$ cat src/common/ssx_pkg.sv
// package for the subtract/swap/xor/direction execute block
// assumes one core clock; operation codes come from the decoder
package ssx_pkg;

    // ---------------------------------------------------------------
    // operations
    // ---------------------------------------------------------------
    typedef enum logic [2:0] {
        SSX_OP_NONE    = 3'h0,
        SSX_OP_SUB     = 3'h1,
        SSX_OP_SUBB    = 3'h2,
        SSX_OP_SWAP    = 3'h3,
        SSX_OP_XORLIT  = 3'h4,
        SSX_OP_XORREG  = 3'h5,
        SSX_OP_LOADDIR = 3'h6
    } ssx_op_type;

    // ---------------------------------------------------------------
    // sizes, selectors and reset values
    // ---------------------------------------------------------------
    localparam int DATA_W         = 8;
    localparam int ADDR_W         = 7;
    localparam int NIB_W          = 4;
    localparam logic [2:0] DIR_SEL_A   = 3'h5;
    localparam logic [2:0] DIR_SEL_B   = 3'h6;
    localparam logic [2:0] DIR_SEL_MIN = 3'h5;
    localparam logic [2:0] DIR_SEL_MAX = 3'h7;
    localparam logic [7:0] ACC_RST     = 8'h00;
    localparam logic [7:0] DIR_RST     = 8'hFF;
    localparam logic       FLAG_RST    = 1'b0;
    localparam logic       DEST_ACC    = 1'b0;

endpackage : ssx_pkg

$ cat src/common/ssx_alu_if.sv
// interface joining the execute top to its arithmetic unit
// assumes both ends sit on the same clock
`timescale 1ns/100ps
`default_nettype none
interface ssx_alu_if;
    import ssx_pkg::*;
    ssx_op_type op;
    logic [7:0] acc;
    logic [7:0] opnd;
    logic       carry_in;
    logic [7:0] result;
    logic       carry_out;
    logic       dcarry_out;
    logic       zero_out;
    modport ctrl (output op, acc, opnd, carry_in,
                  input result, carry_out, dcarry_out, zero_out);
    modport alu  (input op, acc, opnd, carry_in,
                  output result, carry_out, dcarry_out, zero_out);
endinterface : ssx_alu_if
`default_nettype wire

$ cat src/ssx_alu.sv
// combinational arithmetic unit of the execute block
// assumes operands are stable during the execute cycle
`timescale 1ns/100ps
`default_nettype none
module ssx_alu (
    ssx_alu_if.alu a
);
    import ssx_pkg::*;

    logic [8:0] diff;
    logic [4:0] ndiff;
    logic       borrow;

    // ---------------------------------------------------------------
    // result and flag computation
    // ---------------------------------------------------------------
    always_comb begin
        borrow = (a.op == SSX_OP_SUBB) ? ~a.carry_in : 1'b0;
        diff   = {1'b0, a.opnd} - {1'b0, a.acc} - {8'h00, borrow};
        ndiff  = {1'b0, a.opnd[3:0]} - {1'b0, a.acc[3:0]}
                 - {4'h0, borrow};
        case (a.op)
            SSX_OP_SUB, SSX_OP_SUBB: a.result = diff[7:0];
            SSX_OP_SWAP:   a.result = {a.opnd[3:0], a.opnd[7:4]};
            SSX_OP_XORLIT,
            SSX_OP_XORREG: a.result = a.acc ^ a.opnd;
            default:       a.result = a.acc;
        endcase
        a.carry_out  = ~diff[8];
        a.dcarry_out = ~ndiff[4];
        a.zero_out   = (a.result == 8'h00);
    end

endmodule : ssx_alu
`default_nettype wire

$ cat src/ssx_exec.sv
// execute stage for subtract, swap, xor and direction-load operations
// assumes the decoder presents one operation per enabled cycle and
// supplies the file register value read at file_addr
// Notes on behaviour
// - subtract gives reg minus acc, flags updated
// - dest bit zero writes acc, one writes reg
// - borrow subtract also removes inverted carry
// - swap exchanges nibbles, flags untouched
// - xor literal into acc, zero flag only
// - direction load copies acc, selector five or six; seven loads nothing
// - selector five loads A, six loads B
// - xor register to destination, zero only
`timescale 1ns/100ps
`default_nettype none
module ssx_exec (
    input  wire logic              clk,
    input  wire logic              rstn,
    input  wire logic              ce,
    input  wire logic              op_valid,
    input  wire ssx_pkg::ssx_op_type op,
    input  wire logic [6:0]        file_addr,
    input  wire logic              dest_sel,
    input  wire logic [7:0]        file_rdata,
    input  wire logic [7:0]        literal,
    input  wire logic [2:0]        dir_sel,
    output logic [7:0]             acc,
    output logic                   carry_flag,
    output logic                   digit_carry_flag,
    output logic                   zero_flag,
    output logic                   file_we,
    output logic [6:0]             file_waddr,
    output logic [7:0]             file_wdata,
    output logic [7:0]             port_a_direction,
    output logic [7:0]             port_b_direction
);
    import ssx_pkg::*;

    ssx_alu_if au ();
    ssx_alu    u_alu (.a(au));

    logic go;
    logic reg_op;
    logic arith;
    logic zonly;
    logic dir_ok;

    // ---------------------------------------------------------------
    // operand routing
    // ---------------------------------------------------------------
    assign go       = ce & op_valid;
    assign au.op    = op;
    assign au.acc   = acc;
    assign au.opnd  = (op == SSX_OP_XORLIT) ? literal : file_rdata;
    assign au.carry_in = carry_flag;
    assign reg_op   = (op == SSX_OP_SUB) || (op == SSX_OP_SUBB) ||
                      (op == SSX_OP_SWAP) || (op == SSX_OP_XORREG);
    assign arith    = (op == SSX_OP_SUB) || (op == SSX_OP_SUBB);
    assign zonly    = (op == SSX_OP_XORLIT) || (op == SSX_OP_XORREG);
    assign dir_ok   = (dir_sel >= DIR_SEL_MIN) && (dir_sel <= DIR_SEL_MAX);

    // ---------------------------------------------------------------
    // accumulator
    // ---------------------------------------------------------------
    always_ff @(posedge clk or negedge rstn) begin
        if (!rstn) begin
            acc <= ACC_RST;
        end else if (go) begin
            if (op == SSX_OP_XORLIT) begin
                acc <= au.result;
            end else if (reg_op && dest_sel == DEST_ACC) begin
                acc <= au.result;
            end
        end
    end

    // ---------------------------------------------------------------
    // file register write-back
    // ---------------------------------------------------------------
    always_ff @(posedge clk or negedge rstn) begin
        if (!rstn) begin
            file_we    <= 1'b0;
            file_waddr <= 7'h00;
            file_wdata <= 8'h00;
        end else if (ce) begin
            file_we <= go && reg_op && dest_sel != DEST_ACC;
            if (go && reg_op) begin
                file_waddr <= file_addr;
                file_wdata <= au.result;
            end
        end
    end

    // ---------------------------------------------------------------
    // status flags
    // ---------------------------------------------------------------
    always_ff @(posedge clk or negedge rstn) begin
        if (!rstn) begin
            carry_flag       <= FLAG_RST;
            digit_carry_flag <= FLAG_RST;
            zero_flag        <= FLAG_RST;
        end else if (go) begin
            if (arith) begin
                carry_flag       <= au.carry_out;
                digit_carry_flag <= au.dcarry_out;
                zero_flag        <= au.zero_out;
            end else if (zonly) begin
                zero_flag <= au.zero_out;
            end
        end
    end

    // ---------------------------------------------------------------
    // direction registers
    // ---------------------------------------------------------------
    always_ff @(posedge clk or negedge rstn) begin
        if (!rstn) begin
            port_a_direction <= DIR_RST;
            port_b_direction <= DIR_RST;
        end else if (go && op == SSX_OP_LOADDIR && dir_ok) begin
            if (dir_sel == DIR_SEL_A) begin
                port_a_direction <= acc;
            end else if (dir_sel == DIR_SEL_B) begin
                port_b_direction <= acc;
            end
        end
    end
endmodule : ssx_exec
`default_nettype wire

$ cat config.mk
export PLATFORM = sky130hd
export DESIGN_NAME = ssx_exec
export DESIGN_NICKNAME = d
export VERILOG_FILES = /design/src/common/ssx_pkg.sv /design/src/common/ssx_alu_if.sv /design/src/ssx_alu.sv /design/src/ssx_exec.sv
export SDC_FILE = /design/constraint.sdc
export NUM_CORES = 1
export LEC_CHECK = 0
export BUFFER_PORTS_ARGS = -buffer_cell sky130_fd_sc_hd__buf_2
export CELL_PAD_IN_SITES_DETAIL_PLACEMENT = 0
export CELL_PAD_IN_SITES_GLOBAL_PLACEMENT = 2
export CORE_MARGIN = 4
export CORE_UTILIZATION = 30
export DETAILED_ROUTE_END_ITERATION = 10
export PLACE_DENSITY = 0.87
export SLEW_MARGIN = 25
export SYNTH_ARGS = -nofsm -noshare
export SYNTH_HDL_FRONTEND = slang
export SYNTH_HIERARCHICAL = 1
export SYNTH_SLANG_ARGS = --single-unit
$ cat constraint.sdc
create_clock -name clk -period 2.85 [get_ports clk]
set_clock_uncertainty 0.05 [all_clocks]
set_input_delay 0.4275 -clock clk [delete_from_list [all_inputs] [get_ports clk]]
set_output_delay 0.4275 -clock clk [all_outputs]
set_load 0.02 [all_outputs]
* Word-level counts from Yosys, hierarchy flattened *
Cells that the tools add are included.

cells by class
  multiplexer cells = 7
  reduce and logical (&&, ||, !) cells = 21
  divide/modulo/power cells = 0
  magnitude comparators = 2
  $add $sub $neg = 4
  shift-type cells = 0
  eq/ne operators = 8
  multiply operators = 0
  bitwise gates (word level) = 7

operators by type and width
  cell                                                                    count
  8-bit two-way mux                                                       3
  8-bit one-hot mux with 3 select lines                                   1
  3-bit equality test (second input constant)                             5
  2-bit AND reduction                                                     5
  8-bit by 8-bit subtractor with 9-bit output                             1
  9-bit by 1-bit subtractor with 9-bit output                             1
  8-bit zero test                                                         1
  8-bit bitwise XOR                                                       1
  3-bit by 2-bit equality test with 1-bit output (second input constant)  2
  1-bit logical AND                                                       6
  1-bit inverter                                                          5
  4-bit by 4-bit subtractor with 5-bit output                             1
  5-bit by 1-bit subtractor with 5-bit output                             1
  1-bit logical OR                                                        4
  2-bit nonzero test                                                      2
  2-bit OR reduction                                                      2
  3-bit by 1-bit equality test with 1-bit output (second input constant)  1
  3-bit greater-or-equal comparator (second input constant)               1
  3-bit less-or-equal comparator (second input constant)                  1
  1-bit two-way mux                                                       3
  3-bit AND reduction                                                     1
  1-bit bitwise AND                                                       1

word-level totals
  ROM bits = 0
  bits of input ports = 34
  flip-flop bits (word level) = 43
  word-level logic and storage cells = 58
  output and inout port bits = 43
  memories kept = 0
  bits in writable memories = 0
  latch bits = 0

* Logic depth before layout (Yosys ltp) *
Gate-level depths: netlist of the first run.

  word-level depth = 8
  gate-level depth with buffers = 14
  mapped depth without buffers = 14

* By module *
Netlist of the first run, hierarchy kept.

modules (own cells, without submodules)
  module    sequential area each (sq um)  cells each  instances  area an instance (sq um)
  ssx_exec  1096.1                        114         1          1856.8
  ssx_alu   0.0                           120         1          919.6

* Worst setup path before layout of the first run *
OpenSTA, ideal clock, no wires.

  path kind = input-to-reg
  start point = input port op[1]
  end point = register zero_flag
  buffers on the path = 1
  path slack = -0.671 ns
  arrival time = 3.406 ns
  stages = 12
  library setup time = 0.065 ns
  data required time = 2.735 ns
  cell sequence = buf_2 nor2_2 mux2_2 fa_1 fa_1 nand2b_1 a21oi_1 xor2_1 o22ai_2 nor4_2 nor4b_2 mux2_2

on the way
  longest elaborated chain between the ends = 8
  elaborated cells on any way between the ends = 20
  those cells by class = add/sub (2); eq/ne (5); mux (5); bitwise (1); reduce/logical (7)

RTL lines
  what                                         RTL line          text
  start: declaration                           ssx_exec.sv:20    input wire ssx_pkg::ssx_op_type op,
  3-bit equality test (*)                      ssx_exec.sv:53    assign au.opnd = (op == SSX_OP_XORLIT) ? literal : file_rdata;
  8-bit two-way mux (*)                        ssx_exec.sv:53
  net au.opnd[0]                               ssx_alu_if.sv:9   logic [7:0] opnd;
  8-bit by 8-bit subtractor with 9-bit output  ssx_alu.sv:19     diff = {1'b0, a.opnd} - {1'b0, a.acc} - {8'h00, borrow};
  9-bit by 1-bit subtractor with 9-bit output  ssx_alu.sv:19
  8-bit one-hot mux with 3 select lines (*)    ssx_alu.sv:22     case (a.op)
  net au.result[4]                             ssx_alu_if.sv:11  logic [7:0] result;
  8-bit zero test (*)                          ssx_alu.sv:31     a.zero_out = (a.result == 8'h00);
  net au.zero_out                              ssx_alu_if.sv:14  logic zero_out;
  1-bit two-way mux                            ssx_exec.sv:106   end else if (zonly) begin
  1-bit two-way mux (*)                        ssx_exec.sv:102   if (arith) begin
  end signal: assignment                       ssx_exec.sv:105   zero_flag <= au.zero_out;
  end signal: assignment                       ssx_exec.sv:107   zero_flag <= au.zero_out;
  end: declaration                             ssx_exec.sv:29    output logic zero_flag,

Mark *: on every way through the listed nets, which the timed path passes. The rest lies on a longest branch. The select of a mux whose other input is x is not followed.
A chain may end at the register's enable or synchronous reset.

* Worst setup path after layout of the first run *
  start point = input port op[0]
  end point = register zero_flag

Same word-level chain as after synthesis.

==> impl_metrics.tcl, run 1 <==
set metrics [dict create \
    drcViolationCount 0 \
    nNetsFinal 407 \
    core_area_sq_um 8850 \
    first_pass_iters 4 \
    drive_above_1_share_pct 67.3 \
    worstPathArrival_ns 3.41 \
    fin_hold_viols 0 \
    die_h_um 104 \
    leakagePower_nw 1.87 \
    required_ns 3.05 \
    dp_hpwl_um 5820 \
    synth_edf_count 0 \
    sequential_area_share_after_synthesis_pct 39.5 \
    worst_slew_pin_slew_ns 0.621 \
    clk_pin_slew_worst_setup_hold_paths_ns 0.09 \
    grt_most_used_layer "met2" \
    design.portCount 77 \
    tritoncts "built" \
    n_antenna_cell 0 \
    finalWorstSetupSlack_ns -0.367 \
    power.ir.vdd_worst_uv 493 \
    post_synth_main_area_contributors "sky130_fd_sc_hd__dfrtp_1 24%, sky130_fd_sc_hd__mux2_2 20%, sky130_fd_sc_hd__dfstp_2 15%" \
    global_route.usage.met1_pct 18.8 \
    yosys_most_used_dff "sky130_fd_sc_hd__dfrtp_1" \
    numCtsBuffers 5 \
    clock_path_buffers 2 \
    worstPathCellList "buf_6, nand2b_4, nor2_4, mux2_4, fa_2, ha_1, xor2_1, a221o_1, o21bai_1, nor4_2, nor4b_2, mux2_4" \
    number_of_antenna_violations_at_the_first_check_in_global_routing 0 \
    mappedNetlistArea_sq_um 2780 \
    global_route.usage.met3_pct 3.17 \
    synth_async_sr_flop_share_pct 100 \
    hp-class "input pin to asynchronous set/reset pin" \
    timing.critical_path.slowest_stage_cell "sky130_fd_sc_hd__fa_2" \
    place_area_sq_um 3580 \
    post-route-period-util_pct 113 \
    power.density_nw_per_um2 952 \
    crit_path_end_kind "register" \
    netsw_mw 1.53 \
    startpoint_type "input pin" \
    vias_in_the_first_global_route 2402 \
    wire_length_of_the_first_global_routing_pass_um 12400 \
    largest_net_degree_at_the_start_of_global_routing 44 \
    most_numerous_cell_in_the_yosys_netlist "sky130_fd_sc_hd__mux2_2" \
    slew-limit-headroom_pct 58.4 \
    area_growth_syn_to_layout_pct 42.7 \
    synthTopCellsByCount "50 x sky130_fd_sc_hd__mux2_2, 27 x sky130_fd_sc_hd__dfrtp_1, 25 x sky130_fd_sc_hd__inv_1" \
    dieArea_sq_um 10900 \
    synth_largest_type_area_fraction_pct 24.3 \
    clk_root_buffer_cell "sky130_fd_sc_hd__clkbuf_8" \
    die_w_um 104 \
    status "finished, violations left" \
    mappedNetlistNets 284 \
    p_comb_share_pct 61.1 \
    rows 34 \
    share_clk_of_total_power_pct 12.8 \
    cp_common_cell "sky130_fd_sc_hd__mux2_4" \
    finalMaxSlewViolations 0 \
    slowest_delay_ns 0.54 \
    setup-violations-final 8 \
    synthesis.instances 234 \
    grt.met2_usage_pct 22.7 \
    cpLargestDelayFamily "simple AND/OR/NAND/NOR gates" \
    number_of_max_cap_violations 0 \
    grt.total_usage_pct 13.9 \
    drt_iter0_drc 72 \
    cts_num_sinks 43 \
    fin_area_sq_um 3960 \
    internal_pwr_total_mw 2.24 \
    drtAntennaViolNets 0 \
    switching_share_pct 40.5 \
    setup_tns_ns -1.01 \
    cts_max_level 2 \
    initial_utilization_pct 31.4 \
    category_of_the_critical_setup_timing_path "input pin to register" \
    netlist.top_cell.by_area "sky130_fd_sc_hd__dfrtp_1" \
    drt_wl_total_um 7550 \
    final_period_minus_worst_setup_slack_ns 3.22 \
    vias 2273 \
    synth_seq_cells 43 \
    numPortBuffers 76 \
    synth-warning-count 6 \
    worstSkewPairLatency_ns 0.30 \
    gpl.final_weighted_congestion 0.860 \
    grt_overflow 0 \
    avgViaCountPerCell 4.88 \
    pwr-share-seq_pct 26.1 \
    post_synth.cell_area_avg_sq_um 11.9 \
    grt_setup_unrepaired "true" \
    wl_per_cell_um 16.2 \
    fmaxAchievable_mhz 311 \
    cp_max_fo 5 \
    path_buf_inv 1 \
    synth.distinct_cells 50 \
    violated_checks "setup timing" \
]
-- through the flow --
stage / std cells / hold slack [ns] / power, mW / setup slack, ns / utilization [%]
floorplan: 234 / 0.0819 / 2.19 / -0.254 / -
detailed placement: 448 / 0.440 / 2.95 / -0.629 / 40.4
finish: 466 / 0.0532 / 3.77 / -0.367 / 44.8
global placement: 448 / 0.433 / 2.93 / -0.527 / 40.4
global route: 466 / 0.0914 / 4.04 / -0.419 / 44.8
CTS: 460 / 0.250 / 3.50 / -0.267 / 42.3
-- area by class of cell --
class	instances	area (sq um)
Clock buffer	5	68.8
Sequential cell	43	1100
Multi-Input combinational cell	159	1740
Tap cell	108	135
Clock inverter	3	43.8
Inverter	25	96.3
Timing Repair Buffer	123	779
Fill cell	827	4890
-- power groups by stage --
stage                     clock network (mW)  registers, mW  logic, mW
after detailed placement                   0          0.990       1.96
after floorplan                            0           1.20      0.992
after global placement                     0          0.983       1.95
after CTS                              0.499          0.979       2.03
after global routing                   0.518           1.02       2.51
final                                  0.482          0.984       2.31
-- logic make-up (layout without fill, tap and decap cells) --
family,after synthesis,count (layout),share of synthesized area (%)
flip-flops,43,43,39.5
buffers and inverters,32,156,5.50
AO/OA/AOI/OAI,43,43,13.0
adder cells (fa/ha/maj),16,16,7.75
AND/OR/NAND/NOR,39,39,10.5
multiplexers,51,51,20.6
XOR/XNOR,10,10,3.15
-- worst paths after layout --
| check | from | cells after the start | to | slack (ns) |
|---|---|---|---|---|
| max | op[0] | 12 | zero_flag | -0.37 |
| min | rstn | 1 | file_waddr[1] | 0.05 |
| max reg2reg | carry_flag | 9 | zero_flag | -0.13 |
| min reg2reg | file_waddr[0] | 1 | file_waddr[0] | 0.46 |
| max in group asynchronous | rstn | 1 | port_a_direction[1] | 2.30 |
| min in group clk | file_addr[5] | 2 | file_waddr[5] | 0.30 |
-- repair_timing --
action	CTS	global route
resized for setup	5	41
hold buffers	0	0
setup endpoints to repair	8	12
buffers inserted	4	8
pin swaps	4	11
endpoints found under the hold margin	0	0
-- flip-flops by register name, summed over array words and instances (netlist names) --
register	cells
acc	8
file_wdata	8
port_a_direction	8
port_b_direction	8
file_waddr	7
carry_flag	1
digit_carry_flag	1
file_we	1
zero_flag	1
-- layer usage --
| layer | up-vias | wire length [um] | part of all wire, % |
|---|---|---|---|
| met5 | - | 0 | 0 |
| met4 | 0 | 65 | 0.86 |
| met3 | 7 | 430 | 5.7 |
| met2 | 72 | 3570 | 47 |
| met1 | 1103 | 3480 | 46 |
| li1 | 1091 | - | - |
-- layout by cell type, fill, tap and decap left out, types with 6 or more instances in the layout --
cell type,instances
sky130_fd_sc_hd__inv_1,20
sky130_fd_sc_hd__buf_6,11
sky130_fd_sc_hd__mux2_4,13
sky130_fd_sc_hd__nor2_1,8
sky130_fd_sc_hd__xnor2_1,6
sky130_fd_sc_hd__mux2_2,37
sky130_fd_sc_hd__dfrtp_1,27
sky130_fd_sc_hd__buf_4,38
sky130_fd_sc_hd__dfstp_2,16
sky130_fd_sc_hd__buf_2,74
sky130_fd_sc_hd__ha_1,8
Power figures use the tool's default switching activity.
==> run 2, diff against run 1 <==
PLACE_DENSITY = 0.78   (was 0.87)
==> impl_metrics.tcl, run 2 (synthesis results as in run 1) <==
set metrics [dict create \
    clock_path_buffers 2 \
    core_area_sq_um 8850 \
    rows 34 \
    violated_checks "setup timing" \
    cp_max_fo 6 \
    numPortBuffers 76 \
    finalWorstSetupSlack_ns -0.265 \
    mostFrequentLayoutCells "74 x sky130_fd_sc_hd__buf_2, 43 x sky130_fd_sc_hd__buf_4, 42 x sky130_fd_sc_hd__mux2_2" \
    startpoint_type "input pin" \
    status "finished, violations left" \
    cts_num_sinks 43 \
    setup-violations-final 8 \
    initial_utilization_pct 31.4 \
    grt.total_usage_pct 13.8 \
    area_of_combinational_cells_with_multiple_inputs_sq_um 1700 \
    grt_overflow 0 \
    tritoncts "built" \
    most_frequent_standard_cell_in_the_layout_excluding_fill_and_tap_cells "sky130_fd_sc_hd__buf_2" \
    hp-class "input pin to asynchronous set/reset pin" \
    leakagePower_nw 1.84 \
    first_pass_iters 4 \
    dp_slack_ns -0.615 \
    number_of_antenna_violations_at_the_first_check_in_global_routing 0 \
    nNetsFinal 404 \
    required_ns 3.04 \
    crit_path_end_kind "register" \
    dp_hpwl_um 5860 \
    category_of_the_critical_setup_timing_path "input pin to register" \
    final_period_minus_worst_setup_slack_ns 3.12 \
    worst_slew_pin_slew_ns 0.665 \
    vias 2233 \
    worstSkewPairLatency_ns 0.29 \
    largest_net_degree_at_the_start_of_global_routing 44 \
    drive_above_1_share_pct 65.4 \
    clk_pin_slew_worst_setup_hold_paths_ns 0.08 \
    numCtsBuffers 5 \
    num-fill-cells 845 \
    post-route-period-util_pct 109 \
    number_of_max_cap_violations 0 \
    n_antenna_cell 0 \
    fin_hold_viols 0 \
    worstPathArrival_ns 3.30 \
    drcViolationCount 0 \
    clk_root_buffer_cell "sky130_fd_sc_hd__clkbuf_8" \
    cts_max_level 2 \
    slew-limit-headroom_pct 55.3 \
    dieArea_sq_um 10900 \
    grt_setup_unrepaired "true" \
    fmaxAchievable_mhz 321 \
    drtAntennaViolNets 0 \
    die_h_um 104 \
    die_w_um 104 \
    wl_per_cell_um 16.0 \
    total_power_mw 3.64 \
    layout.area.seq_sq_um 1100 \
    drt_iter0_drc 93 \
    area_growth_syn_to_layout_pct 39.7 \
    vias_in_the_first_global_route 2317 \
    design.portCount 77 \
    power.ir.vdd_worst_uv 498 \
    wire_length_of_the_first_global_routing_pass_um 12200 \
    final_util_pct 43.8 \
    gpl.final_weighted_congestion 0.849 \
    power.density_nw_per_um2 940 \
    avgViaCountPerCell 4.82 \
    drt_wl_total_um 7410 \
    finalMaxSlewViolations 0 \
]
## run 2: changes by cell type in the layout (fill, tap and decap cells not counted), moves of 2 or more
cell / before / now
sky130_fd_sc_hd__inv_1: 20 / 23
sky130_fd_sc_hd__inv_2: 4 / 2
sky130_fd_sc_hd__buf_4: 38 / 43
sky130_fd_sc_hd__mux2_4: 13 / 8
sky130_fd_sc_hd__clkbuf_16: 0 / 2
sky130_fd_sc_hd__buf_6: 11 / 3
sky130_fd_sc_hd__mux2_2: 37 / 42
## run 2: stage by stage
stage | setup TNS (ns) | cells | instance area (sq um) | hold WS (ns)
after CTS | -0.599 | 458 | 3730 | 0.256
after floorplan | -0.691 | 234 | 2840 | 0.0819
after global placement | -4.95 | 449 | 3580 | 0.433
after detailed placement | -5.44 | 449 | 3580 | 0.440
after global routing | -1.71 | 463 | 3880 | 0.0851
final | -0.732 | 463 | 3880 | 0.0466
## run 2: worst max-delay path, cell delays in order
cell                       delay, ns
sky130_fd_sc_hd__buf_6          0.09
sky130_fd_sc_hd__nand2b_4       0.14
sky130_fd_sc_hd__nor2_4         0.21
sky130_fd_sc_hd__mux2_4         0.34
sky130_fd_sc_hd__fa_2           0.54
sky130_fd_sc_hd__ha_1           0.24
sky130_fd_sc_hd__xor2_1         0.16
sky130_fd_sc_hd__a221o_1        0.34
sky130_fd_sc_hd__o21bai_1       0.20
sky130_fd_sc_hd__nor4_2         0.18
sky130_fd_sc_hd__nor4b_2        0.25
sky130_fd_sc_hd__mux2_4         0.18
## run 2: timing repair
action | in CTS | in global routing
resized for setup | 5 | 20
setup buffers | 1 | 6
hold buffers | 0 | 0
gates cloned | 0 | 0
setup endpoints to repair | 8 | 14
pin swaps | 5 | 8
## run 2: final cells by class
| cell class | count | area share [%] |
|---|---|---|
| multi-input cells | 159 | 43.9 |
| repair buffers | 120 | 18.7 |
| clock buffers | 8 | 3.16 |
| inverters | 25 | 2.42 |
| well taps | 108 | 3.48 |
| flip-flops and latches | 43 | 28.3 |
## run 2: routing by layer
layer | up-vias | share of wire [%] | GRT usage [%]
met5 | - | 0 | 0
met4 | 0 | 0.72 | 2.56
met3 | 8 | 5.5 | 3.04
met2 | 68 | 48 | 22.8
met1 | 1077 | 46 | 18.8
li1 | 1080 | - | -
## run 2: path summary, 6_finish.rpt
check / slack [ns] / start / depth (start not counted) / endpoint
setup / recovery: -0.27 / op[0] / 12 / zero_flag
hold / removal: 0.05 / rstn / 1 / file_waddr[1]
setup reg to reg: -0.02 / carry_flag / 9 / zero_flag
hold reg to reg: 0.45 / file_waddr[4] / 1 / file_waddr[4]
max in group asynchronous: 2.31 / rstn / 1 / port_a_direction[1]
min in group clk: 0.31 / file_addr[1] / 2 / file_waddr[1]
## run 2: power by group
group / internal, mW / total (mW) / switching (mW)
logic: 1.07 / 2.20 / 1.13
clock network: 0.280 / 0.489 / 0.209
registers: 0.814 / 0.956 / 0.142
total: 2.16 / 3.64 / 1.48
